<file path="src/verilog/acs_params.svh">
// constants for the conversion sequencer: field codes, resets, timing
// assumes inclusion by bare name from the sequencer sources
`ifndef ACS_PARAMS_SVH
`define ACS_PARAMS_SVH

// ==========================================================
// multiplexer field codes
`define ACS_MUX_D01      3'h0
`define ACS_MUX_D03      3'h1
`define ACS_MUX_D13      3'h2
`define ACS_MUX_D23      3'h3
`define ACS_MUX_S0       3'h4
`define ACS_MUX_S1       3'h5
`define ACS_MUX_S2       3'h6
`define ACS_MUX_S3       3'h7

// ==========================================================
// gain field codes (codes 5..7 also give the narrowest range)
`define ACS_GAIN_2_3     3'h0
`define ACS_GAIN_1       3'h1
`define ACS_GAIN_2       3'h2
`define ACS_GAIN_4       3'h3
`define ACS_GAIN_8       3'h4
`define ACS_GAIN_16      3'h5

// ==========================================================
// full-scale ranges in millivolts
`define ACS_FS_6144      16'h1800
`define ACS_FS_4096      16'h1000
`define ACS_FS_2048      16'h0800
`define ACS_FS_1024      16'h0400
`define ACS_FS_512       16'h0200
`define ACS_FS_256       16'h0100

// ==========================================================
// reset values of configuration
`define ACS_RST_MUX      3'h0
`define ACS_RST_GAIN     3'h2
`define ACS_RST_CONT     1'b0
`define ACS_RST_RATE     3'h4

// ==========================================================
// result codes
`define ACS_CODE_MAX     16'h7fff
`define ACS_CODE_MIN     16'h8000
`define ACS_CODE_ZERO    16'h0000

// ==========================================================
// timing: mclk rate and samples per second per data rate code
`define ACS_MCLK_HZ      10000000
`define ACS_SPS_0        8
`define ACS_SPS_1        16
`define ACS_SPS_2        32
`define ACS_SPS_3        64
`define ACS_SPS_4        128
`define ACS_SPS_5        250
`define ACS_SPS_6        475
`define ACS_SPS_7        860

`endif

</file>
<file path="src/verilog/acs_pkg.sv">
// types for the conversion sequencer
// assumes nothing of its surroundings
`default_nettype none

package acs_pkg;
  // sequencer states
  typedef enum logic [1:0]
  {
    ACS_ST_OFF  = 2'b00,
    ACS_ST_CONV = 2'b01,
    ACS_ST_DONE = 2'b10
  } acs_state_e;

  typedef logic [15:0] acs_code_t;
endpackage

`default_nettype wire

</file>
<file path="src/verilog/acs_scale.sv">
// scaling of one raw sample into a saturated 16-bit result
// assumes raw sample is a signed millivolt level from the modulator model
`timescale 1ns/1ps
`default_nettype none
`include "acs_params.svh"

module acs_scale
(
  input  wire logic [2:0]  gain_stage_setting, // gain code
  input  wire logic        single_ended,       // negative side grounded
  input  wire logic [17:0] sample_mv,          // signed input level, mV
  output logic      [15:0] result_code         // scaled result
);

  // ==========================================================
  // full-scale lookup
  function automatic logic [15:0] acs_fs(input logic [2:0] g);
    case (g)
      `ACS_GAIN_2_3: acs_fs = `ACS_FS_6144;
      `ACS_GAIN_1:   acs_fs = `ACS_FS_4096;
      `ACS_GAIN_2:   acs_fs = `ACS_FS_2048;
      `ACS_GAIN_4:   acs_fs = `ACS_FS_1024;
      `ACS_GAIN_8:   acs_fs = `ACS_FS_512;
      default:       acs_fs = `ACS_FS_256;
    endcase
  endfunction

  wire logic [15:0] fs_mv = acs_fs(gain_stage_setting);
  wire logic        neg   = sample_mv[17];
  wire logic [17:0] mag   = neg ? (~sample_mv + 18'h00001) : sample_mv;
  // code = mag * 32768 / fs
  wire logic [33:0] prod  = {1'b0, mag, 15'h0000};
  wire logic [33:0] quo   = prod / {18'h00000, fs_mv};
  wire logic        over_p = (quo > 34'h000007fff);
  wire logic        over_n = (quo > 34'h000008000);
  wire logic [15:0] qlo   = quo[15:0];
  wire logic [15:0] negq  = ~qlo + 16'h0001;

  // ==========================================================
  // saturation and single-ended clamp
  assign result_code = (neg && single_ended) ? `ACS_CODE_ZERO :
                       (neg && over_n)       ? `ACS_CODE_MIN :
                       neg                   ? negq :
                       over_p                ? `ACS_CODE_MAX :
                                               qlo;

endmodule

`default_nettype wire

</file>
<file path="src/verilog/acs_sequencer.sv">
// conversion sequencer: mode control, input select, result register
// assumes analog levels arrive as signed mV words from outside the domain
`timescale 1ns/1ps
`default_nettype none
`include "acs_params.svh"

// Notes on behaviour
// - single-shot: one conversion per host request
// - single-shot: shut down after the conversion
// - continuous: next conversion starts at once
// - continuous result rate equals programmed rate
// - result register always holds latest conversion
// - three-bit field selects the input pair
// - inputs zero, one and two against input three
// - single-ended ties negative input to ground
// - single-ended results never negative
// - three-bit gain field, two-thirds to sixteen
// - each gain maps to one full-scale range
// - two's complement, saturating at full scale
// - single-shot: start bit clears while busy, sets when done
// - start write while converting is ignored
// - after reset powered down until configured
module acs_sequencer
(
  input  wire logic        mclk,                  // 10 MHz clock
  input  wire logic        reset_n,               // sync reset, low
  input  wire logic        config_write,          // config write strobe
  input  wire logic [2:0]  mux_select,            // input pair field
  input  wire logic [2:0]  gain_stage_setting,    // gain field
  input  wire logic        continuous_mode,       // 1 continuous
  input  wire logic [2:0]  data_rate,             // rate code
  input  wire logic        start_write,           // start bit written 1
  input  wire logic [17:0] analog_input_zero,     // signed mV
  input  wire logic [17:0] analog_input_one,      // signed mV
  input  wire logic [17:0] analog_input_two,      // signed mV
  input  wire logic [17:0] analog_input_three,    // signed mV
  output logic             single_shot_start_status, // 1 idle/ready
  output logic      [15:0] conversion_result,     // latest result
  output logic             result_strobe,         // one-cycle new result
  output logic             powered_down,          // shutdown state
  output logic             ground_switch_closed,  // negative to ground
  output logic      [2:0]  positive_converter_input, // selected positive
  output logic      [2:0]  negative_converter_input, // selected negative
  output logic      [2:0]  active_gain,           // gain in use
  output logic      [2:0]  active_mux             // mux in use
);

  // ==========================================================
  // cycles per conversion for each rate code
  localparam int unsigned CYC0 = `ACS_MCLK_HZ / `ACS_SPS_0;
  localparam int unsigned CYC1 = `ACS_MCLK_HZ / `ACS_SPS_1;
  localparam int unsigned CYC2 = `ACS_MCLK_HZ / `ACS_SPS_2;
  localparam int unsigned CYC3 = `ACS_MCLK_HZ / `ACS_SPS_3;
  localparam int unsigned CYC4 = `ACS_MCLK_HZ / `ACS_SPS_4;
  localparam int unsigned CYC5 = `ACS_MCLK_HZ / `ACS_SPS_5;
  localparam int unsigned CYC6 = `ACS_MCLK_HZ / `ACS_SPS_6;
  localparam int unsigned CYC7 = `ACS_MCLK_HZ / `ACS_SPS_7;

  // conversion length in cycles from a rate code
  function automatic logic [20:0] acs_len(input logic [2:0] r);
    case (r)
      3'h0:    acs_len = 21'(CYC0);
      3'h1:    acs_len = 21'(CYC1);
      3'h2:    acs_len = 21'(CYC2);
      3'h3:    acs_len = 21'(CYC3);
      3'h4:    acs_len = 21'(CYC4);
      3'h5:    acs_len = 21'(CYC5);
      3'h6:    acs_len = 21'(CYC6);
      default: acs_len = 21'(CYC7);
    endcase
  endfunction

  // ==========================================================
  // analog word synchronisers (two flops each)
  logic [17:0] ain_s1_ff [4];  // first stage
  logic [17:0] ain_s2_ff [4];  // second stage, only one read

  always_ff @(posedge mclk)
  begin
    ain_s1_ff[0] <= analog_input_zero;
    ain_s1_ff[1] <= analog_input_one;
    ain_s1_ff[2] <= analog_input_two;
    ain_s1_ff[3] <= analog_input_three;
    ain_s2_ff    <= ain_s1_ff;
  end

  // ==========================================================
  // configuration registers
  logic [2:0] mux_ff;    // mux setting
  logic [2:0] gain_ff;   // gain setting
  logic       cont_ff;   // continuous mode
  logic [2:0] rate_ff;   // rate code
  logic       cfgd_ff;   // written since reset

  // load defaults at reset, take writes afterwards
  always_ff @(posedge mclk)
  begin
    if (!reset_n)
    begin
      mux_ff  <= `ACS_RST_MUX;
      gain_ff <= `ACS_RST_GAIN;
      cont_ff <= `ACS_RST_CONT;
      rate_ff <= `ACS_RST_RATE;
      cfgd_ff <= 1'b0;
    end
    else if (config_write)
    begin
      mux_ff  <= mux_select;
      gain_ff <= gain_stage_setting;
      cont_ff <= continuous_mode;
      rate_ff <= data_rate;
      cfgd_ff <= 1'b1;
    end
  end

  // ==========================================================
  // multiplexer decode
  wire logic se = mux_ff[2];                          // single-ended codes
  wire logic [2:0] pos_sel =
    se                       ? {1'b0, mux_ff[1:0]} :
    (mux_ff == `ACS_MUX_D23) ? 3'h2 :
    (mux_ff == `ACS_MUX_D13) ? 3'h1 : 3'h0;
  // code 4 means ground on the negative side
  wire logic [2:0] neg_sel =
    se                       ? 3'h4 :
    (mux_ff == `ACS_MUX_D01) ? 3'h1 : 3'h3;

  function automatic logic [17:0] acs_pick(input logic [2:0] s,
                                           input logic [17:0] a0,
                                           input logic [17:0] a1,
                                           input logic [17:0] a2,
                                           input logic [17:0] a3);
    case (s)
      3'h0:    acs_pick = a0;
      3'h1:    acs_pick = a1;
      3'h2:    acs_pick = a2;
      3'h3:    acs_pick = a3;
      default: acs_pick = 18'h00000;
    endcase
  endfunction

  wire logic [17:0] vp = acs_pick(pos_sel, ain_s2_ff[0], ain_s2_ff[1],
                                  ain_s2_ff[2], ain_s2_ff[3]);
  wire logic [17:0] vn = acs_pick(neg_sel, ain_s2_ff[0], ain_s2_ff[1],
                                  ain_s2_ff[2], ain_s2_ff[3]);
  wire logic [17:0] vdiff = vp - vn;
  wire logic [15:0] scaled;

  acs_scale u_scale
  (
    .gain_stage_setting (gain_ff),
    .single_ended       (se),
    .sample_mv          (vdiff),
    .result_code        (scaled)
  );

  // ==========================================================
  // sequencer state
  acs_pkg::acs_state_e state_ff;
  acs_pkg::acs_state_e nxt_state;
  logic [20:0]         cnt_ff;     // cycles left in conversion
  logic [20:0]         nxt_cnt;
  acs_pkg::acs_code_t  result_ff;  // conversion register
  logic                ss_ff;      // start/status bit
  logic                strobe_ff;  // result strobe

  wire logic last    = (cnt_ff == 21'h000001);
  wire logic go_ss   = start_write && !cont_ff && cfgd_ff;
  wire logic go_cont = cont_ff && cfgd_ff;

  // next state
  always_comb
  begin
    nxt_state = state_ff;
    nxt_cnt   = cnt_ff;
    case (state_ff)
      acs_pkg::ACS_ST_OFF:
      begin
        if (go_ss || go_cont)
        begin
          nxt_state = acs_pkg::ACS_ST_CONV;
          nxt_cnt   = acs_len(rate_ff);
        end
      end
      acs_pkg::ACS_ST_CONV:
      begin
        // start writes here have no effect
        if (last)
        begin
          if (cont_ff)
            nxt_cnt = acs_len(rate_ff);
          else
            nxt_state = acs_pkg::ACS_ST_DONE;
        end
        else
          nxt_cnt = cnt_ff - 21'h000001;
      end
      acs_pkg::ACS_ST_DONE:
      begin
        // single-shot done: shut down until next request
        nxt_state = acs_pkg::ACS_ST_OFF;
      end
      default:
        nxt_state = acs_pkg::ACS_ST_OFF;
    endcase
  end

  wire logic finish = (state_ff == acs_pkg::ACS_ST_CONV) && last;
  wire logic begin_conv = (state_ff == acs_pkg::ACS_ST_OFF) &&
                          (nxt_state == acs_pkg::ACS_ST_CONV);

  // state registers
  always_ff @(posedge mclk)
  begin
    if (!reset_n)
    begin
      state_ff <= acs_pkg::ACS_ST_OFF;
      cnt_ff   <= 21'h000000;
    end
    else
    begin
      state_ff <= nxt_state;
      cnt_ff   <= nxt_cnt;
    end
  end

  // result register, loaded whole in one edge
  always_ff @(posedge mclk)
  begin
    if (!reset_n)
      result_ff <= `ACS_CODE_ZERO;
    else if (finish)
      result_ff <= scaled;
  end

  // start/status bit and strobe
  always_ff @(posedge mclk)
  begin
    if (!reset_n)
    begin
      ss_ff     <= 1'b1;
      strobe_ff <= 1'b0;
    end
    else
    begin
      strobe_ff <= finish;
      if (finish && !cont_ff)
        ss_ff <= 1'b1;
      else if (begin_conv && !cont_ff)
        ss_ff <= 1'b0;
    end
  end

  // ==========================================================
  // outputs
  assign single_shot_start_status = ss_ff;
  assign conversion_result        = result_ff;
  assign result_strobe            = strobe_ff;
  assign powered_down             = (state_ff != acs_pkg::ACS_ST_CONV);
  assign ground_switch_closed     = se;
  assign positive_converter_input = pos_sel;
  assign negative_converter_input = neg_sel;
  assign active_gain              = gain_ff;
  assign active_mux               = mux_ff;

  // ==========================================================
  // checks
  single_done_a: assert property (@(posedge mclk) disable iff (!reset_n)
    (finish && !cont_ff) |=> powered_down && ss_ff)
    else $error("single-shot did not shut down");

  status_clr_a: assert property (@(posedge mclk) disable iff (!reset_n)
    (begin_conv && !cont_ff) |=> !ss_ff)
    else $error("start bit not cleared");

  cont_next_a: assert property (@(posedge mclk) disable iff (!reset_n)
    (finish && cont_ff) |=> !powered_down)
    else $error("continuous conversion stalled");

  result_hold_a: assert property (@(posedge mclk) disable iff (!reset_n)
    !$past(finish) |-> $stable(result_ff))
    else $error("result changed outside a finish");

  result_load_a: assert property (@(posedge mclk) disable iff (!reset_n)
    finish |=> result_ff == $past(scaled))
    else $error("result not loaded whole");

  no_restart_a: assert property (@(posedge mclk) disable iff (!reset_n)
    (state_ff == acs_pkg::ACS_ST_CONV && !last) |=>
      cnt_ff == $past(cnt_ff) - 21'h000001)
    else $error("conversion restarted early");

  idle_reset_a: assert property (@(posedge mclk) disable iff (!reset_n)
    !cfgd_ff |-> powered_down)
    else $error("conversion before configuration");

  gnd_switch_a: assert property (@(posedge mclk) disable iff (!reset_n)
    se |-> ground_switch_closed && vn == 18'h00000)
    else $error("ground switch open for single-ended");

  se_sign_a: assert property (@(posedge mclk) disable iff (!reset_n)
    (finish && se) |=> !result_ff[15])
    else $error("negative single-ended code");

  rate_len_a: assert property (@(posedge mclk) disable iff (!reset_n)
    begin_conv |=> cnt_ff == acs_len($past(rate_ff)))
    else $error("conversion length wrong");

endmodule

`default_nettype wire

</file>
<file path="config.mk">
export PLATFORM = sky130hd
export DESIGN_NAME = acs_sequencer
export DESIGN_NICKNAME = d
export VERILOG_FILES = /design/src/verilog/acs_pkg.sv /design/src/verilog/acs_scale.sv /design/src/verilog/acs_sequencer.sv
export VERILOG_INCLUDE_DIRS = /design/src /design/src/verilog
export SDC_FILE = /design/constraint.sdc
export NUM_CORES = 1
export LEC_CHECK = 0
export ABC_AREA = 1
export BUFFER_PORTS_ARGS = -buffer_cell sky130_fd_sc_hd__buf_4
export CELL_PAD_IN_SITES_DETAIL_PLACEMENT = 0
export CELL_PAD_IN_SITES_GLOBAL_PLACEMENT = 1
export CORE_MARGIN = 10
export CORE_UTILIZATION = 40
export CTS_CLUSTER_SIZE = 14
export DETAILED_ROUTE_END_ITERATION = 12
export GPL_TIMING_DRIVEN = 0
export PLACE_DENSITY = 0.73
export SLEW_MARGIN = 30
export SYNTH_ARGS = -nofsm -noshare
export SYNTH_HDL_FRONTEND = slang
export SYNTH_SLANG_ARGS = --single-unit
</file>
<file path="constraint.sdc">
create_clock -name mclk -period 79.4 [get_ports mclk]
set_input_delay 0 -clock mclk [delete_from_list [all_inputs] [get_ports mclk]]
set_output_delay 0 -clock mclk [all_outputs]
set_load 0.005 [all_outputs]
</file>
==> metrics.md <==
| Metric | Value |
|---|---|
| Status | completed |
| Vias per cell | 4.957 |
| Layout cells sized above 1 | 18.79% |
| Die width | 275.6 microns |
| Highest Clock Rate | 18.31 MHz |
| Slew HR | 37.76% |
| Most common cell after layout, fill and taps aside | nand2_1 |
| Tot GR Track Use | 20.79% |
| Reg2Reg Depth | 334 |
| Register area share after synthesis | 15.02% |
| Die Height | 275.6 microns |
| Core ar. | 0.06458 sq mm |
| Via count | 26108 |
| Worst Min Path Start | analog_input_three[5] |
| Htree depth | 4 |
| Number of synthesized flops with an enable pin | 0 |
| Total wire length | 79510 microns |
| R2r setup slk | 24.79 ns |
| # setup viols final | 0 |
| Critical Path Start Type | flip-flop |
| Max cap viols | 0 |
| Worst setup EP type | flip-flop |
| CTS Sinks | 196 |
| Worst Path Required | 79.77 ns |
| Mapped cell area | 0.02612 sq mm |
| Vias in the first global route | 24832 |
| Area grow syn2layout | 13.43% |
| CP Class | flip-flop to flip-flop |
| Design Area, Final | 0.02963 sq mm |
| Cell Area, Placed | 0.02813 sq mm |
| Cts bufs inserted | 17 |
| Initial antenna violation count | 0 |
| #FFs+latches synth | 196 |
| Worst-path fanout max | 10 |
| Crit path DAT | 54.98 ns |
| Mapped Avg Cell Area | 6.260 sq um |
| Worst-case clock skew | 0.01623 ns |
| Final Util | 45.89% |
| Synth area leaders | nand2_1 15%, dfxtp_1 15%, inv_1 8.8% |
| Cells after synthesis | 4173 |
| # fillers | 6950 |
| Hold-critical path depth | 2 |
| FF/Latch Area | 0.003924 sq mm |
| Most frequent cells in the layout | 1054 x nand2_1, 613 x inv_1, 380 x nor2_1 |
| Ys flop type | dfxtp_1 |
| CTS tree | yes |
| Worst Hold Class | primary input to flip-flop |
| Least-Margin Pin Slew | 0.9337 ns |
| Final hold slack | 0.1831 ns |
| Largest net degree at the start of global routing | 31 |
| Max Root-Sink Buffers | 2 |
| Routability congestion estimate | 0.9159 |
| CP max-delay cell | nor3_1 |
| Max Slew Vio Count | 0 |
| Max incr delay on CP | 0.74 ns |
| Worst path most repeated cell | nand2_1 |
| Antenna-violating nets left | 0 |
| Starting Density | 40.45% |
| CTS clk-pin slew, worst paths | 0.09 ns |
| 1st-pass router iterations | 5 |
| Final nets | 4625 |
| # rows | 93 |
| Origin of the critical flop-to-flop path | active_mux[2]$_SDFFE_PN0P_ |
| DRC viols | 0 |
| N_diodes | 0 |
| Cts repair resizes | 0 |
| HPWL after detailed placement | 66800 microns |
| Gr ovfl total | 0 |
| Setup TNS | 0 ns |
| Post-layout min period | 54.61 ns |
| Iteration-0 DRC Markers | 1407 |
| Clock Root Buffer | clkbuf_16 |
| WL/cell | 15.10 microns |
| I/O Pins | 118 |
| Yosys Warn Count | 0 |
| Asr flop ratio synth | 0% |
| RSZ-0062 raised after global routing | false |
| I/O Buffers | 116 |
| Post-CTS Repair Setup Buffers | 0 |
| DIE AREA | 0.07593 sq mm |
| First-pass GRT wire length | 129800 microns |
| Yosys top cell area share | 15.16% |
| Final Hold Vio Count | 0 |
| Hold endpoint | ain_s1_ff[5]$_DFF_P_ |
| Worst R2R End | conversion_result[11]$_SDFFE_PN0P_ |
| Count of cell types in the netlist | 85 |
| Clk Latency, worst-skew pair | 0.45 ns |
| Final Cycle Share | 68.78% |
| Synth area leader | nand2_1 |
| Multi-input logic area | 0.01861 sq mm |
==> cell type report <==
type | count | area share, %
plain buffers | 75 | 2.939
clock buffers | 17 | 1.436
clock inverters | 15 | 0.6671
inverters | 711 | 9.230
multi-input cells | 3192 | 62.81
flip-flops and latches | 196 | 13.24
well taps | 855 | 3.610
repair buffers | 206 | 6.072
==> sequential cells by signal, indices dropped and copies added, names as in the netlist <==
register,cells
rate_ff,3
result_strobe,1
conversion_result,16
active_gain,3
cont_ff,1
cnt_ff,21
cfgd_ff,1
ain_s2_ff,72
single_shot_start_status,1
ain_s1_ff,72
state_ff,2
active_mux,3
==> metrics by stage <==
step	std cells	worst slack [ns]
detailed placement	5147	24.96
finish	5267	24.79
global route	5267	19.11
global placement	5145	24.89
floorplan	4174	35.20
CTS	5267	24.72
==> cell families after synthesis <==
family / Yosys count / synth area share [%]
AO/OA/AOI/OAI: 474 / 10.99
XOR/XNOR: 120 / 4.081
buffers and inverters: 786 / 13.80
adder cells (fa/ha/maj): 140 / 6.763
flip-flops: 196 / 15.02
other: 1 / 0.01435
AND/OR/NAND/NOR: 2456 / 49.33
==> worst max-delay path, delay by kind of cell (launching register included) <==
kind                       cells  cell delay, ns
AOI/OAI and AO/OA             63           12.23
and+or+nand+nor              160           22.52
buffers and inverters         84           10.77
DFF                            1            0.60
adders and majority gates     27            8.24
==> worst max-delay path by stage <==
stage                                     from                                 end  slack [ns]  cells past startpoint
CTS                 active_mux[2]$_SDFFE_PN0P_  conversion_result[11]$_SDFFE_PN0P_       24.72                    333
global route        active_mux[2]$_SDFFE_PN0P_   conversion_result[2]$_SDFFE_PN0P_       19.11                    336
finish              active_mux[2]$_SDFFE_PN0P_  conversion_result[11]$_SDFFE_PN0P_       24.79                    334
detailed placement  active_mux[2]$_SDFFE_PN0P_  conversion_result[11]$_SDFFE_PN0P_       24.96                    334
floorplan           active_mux[2]$_SDFFE_PN0P_  conversion_result[11]$_SDFFE_PN0P_       35.20                    335
global placement    active_mux[2]$_SDFFE_PN0P_  conversion_result[11]$_SDFFE_PN0P_       24.89                    334
==> Yosys cell counts, drive strengths merged, types with 2 or more instances <==
| master | instances |
|---|---|
| nor3 | 36 |
| buf | 41 |
| xnor2 | 33 |
| nand2 | 1270 |
| nand3b | 23 |
| o22ai | 2 |
| a21boi | 2 |
| or2 | 22 |
| a211oi | 6 |
| ha | 138 |
| o21bai | 14 |
| xor2 | 87 |
| o2111ai | 23 |
| a21oi | 131 |
| and2 | 3 |
| clkinv | 22 |
| inv | 688 |
| dlygate4sd3 | 2 |
| dfxtp | 196 |
| a221oi | 3 |
| and3 | 2 |
| fa | 2 |
| o21ai | 234 |
| o21a | 4 |
| nand3 | 416 |
| o31ai | 9 |
| clkbuf | 28 |
| nor2 | 505 |
| a31oi | 8 |
| nand4 | 163 |
| nor4 | 13 |
| o221ai | 5 |
| o211ai | 17 |
| a21o | 9 |
==> layer usage <==
| metal | GRT usage, % | up-vias | share of wire, % |
|---|---|---|---|
| li1 | - | 13895 | - |
| met1 | 28.70 | 11767 | 50 |
| met2 | 35.25 | 391 | 46 |
| met3 | 1.471 | 55 | 2.5 |
| met4 | 3.681 | 0 | 1.1 |
| met5 | 0 | - | 0 |
==> timing repair <==
| item | 4_1_cts | 5_1_grt |
|---|---|---|
| endpoints found under the hold margin | 87 | 0 |
| setup endpoints to repair | 0 | 0 |
| hold buffers | 88 | 0 |
Power is not shown: default switching activity piles up to over one toggle a cycle in this logic, so the estimate is an artifact.
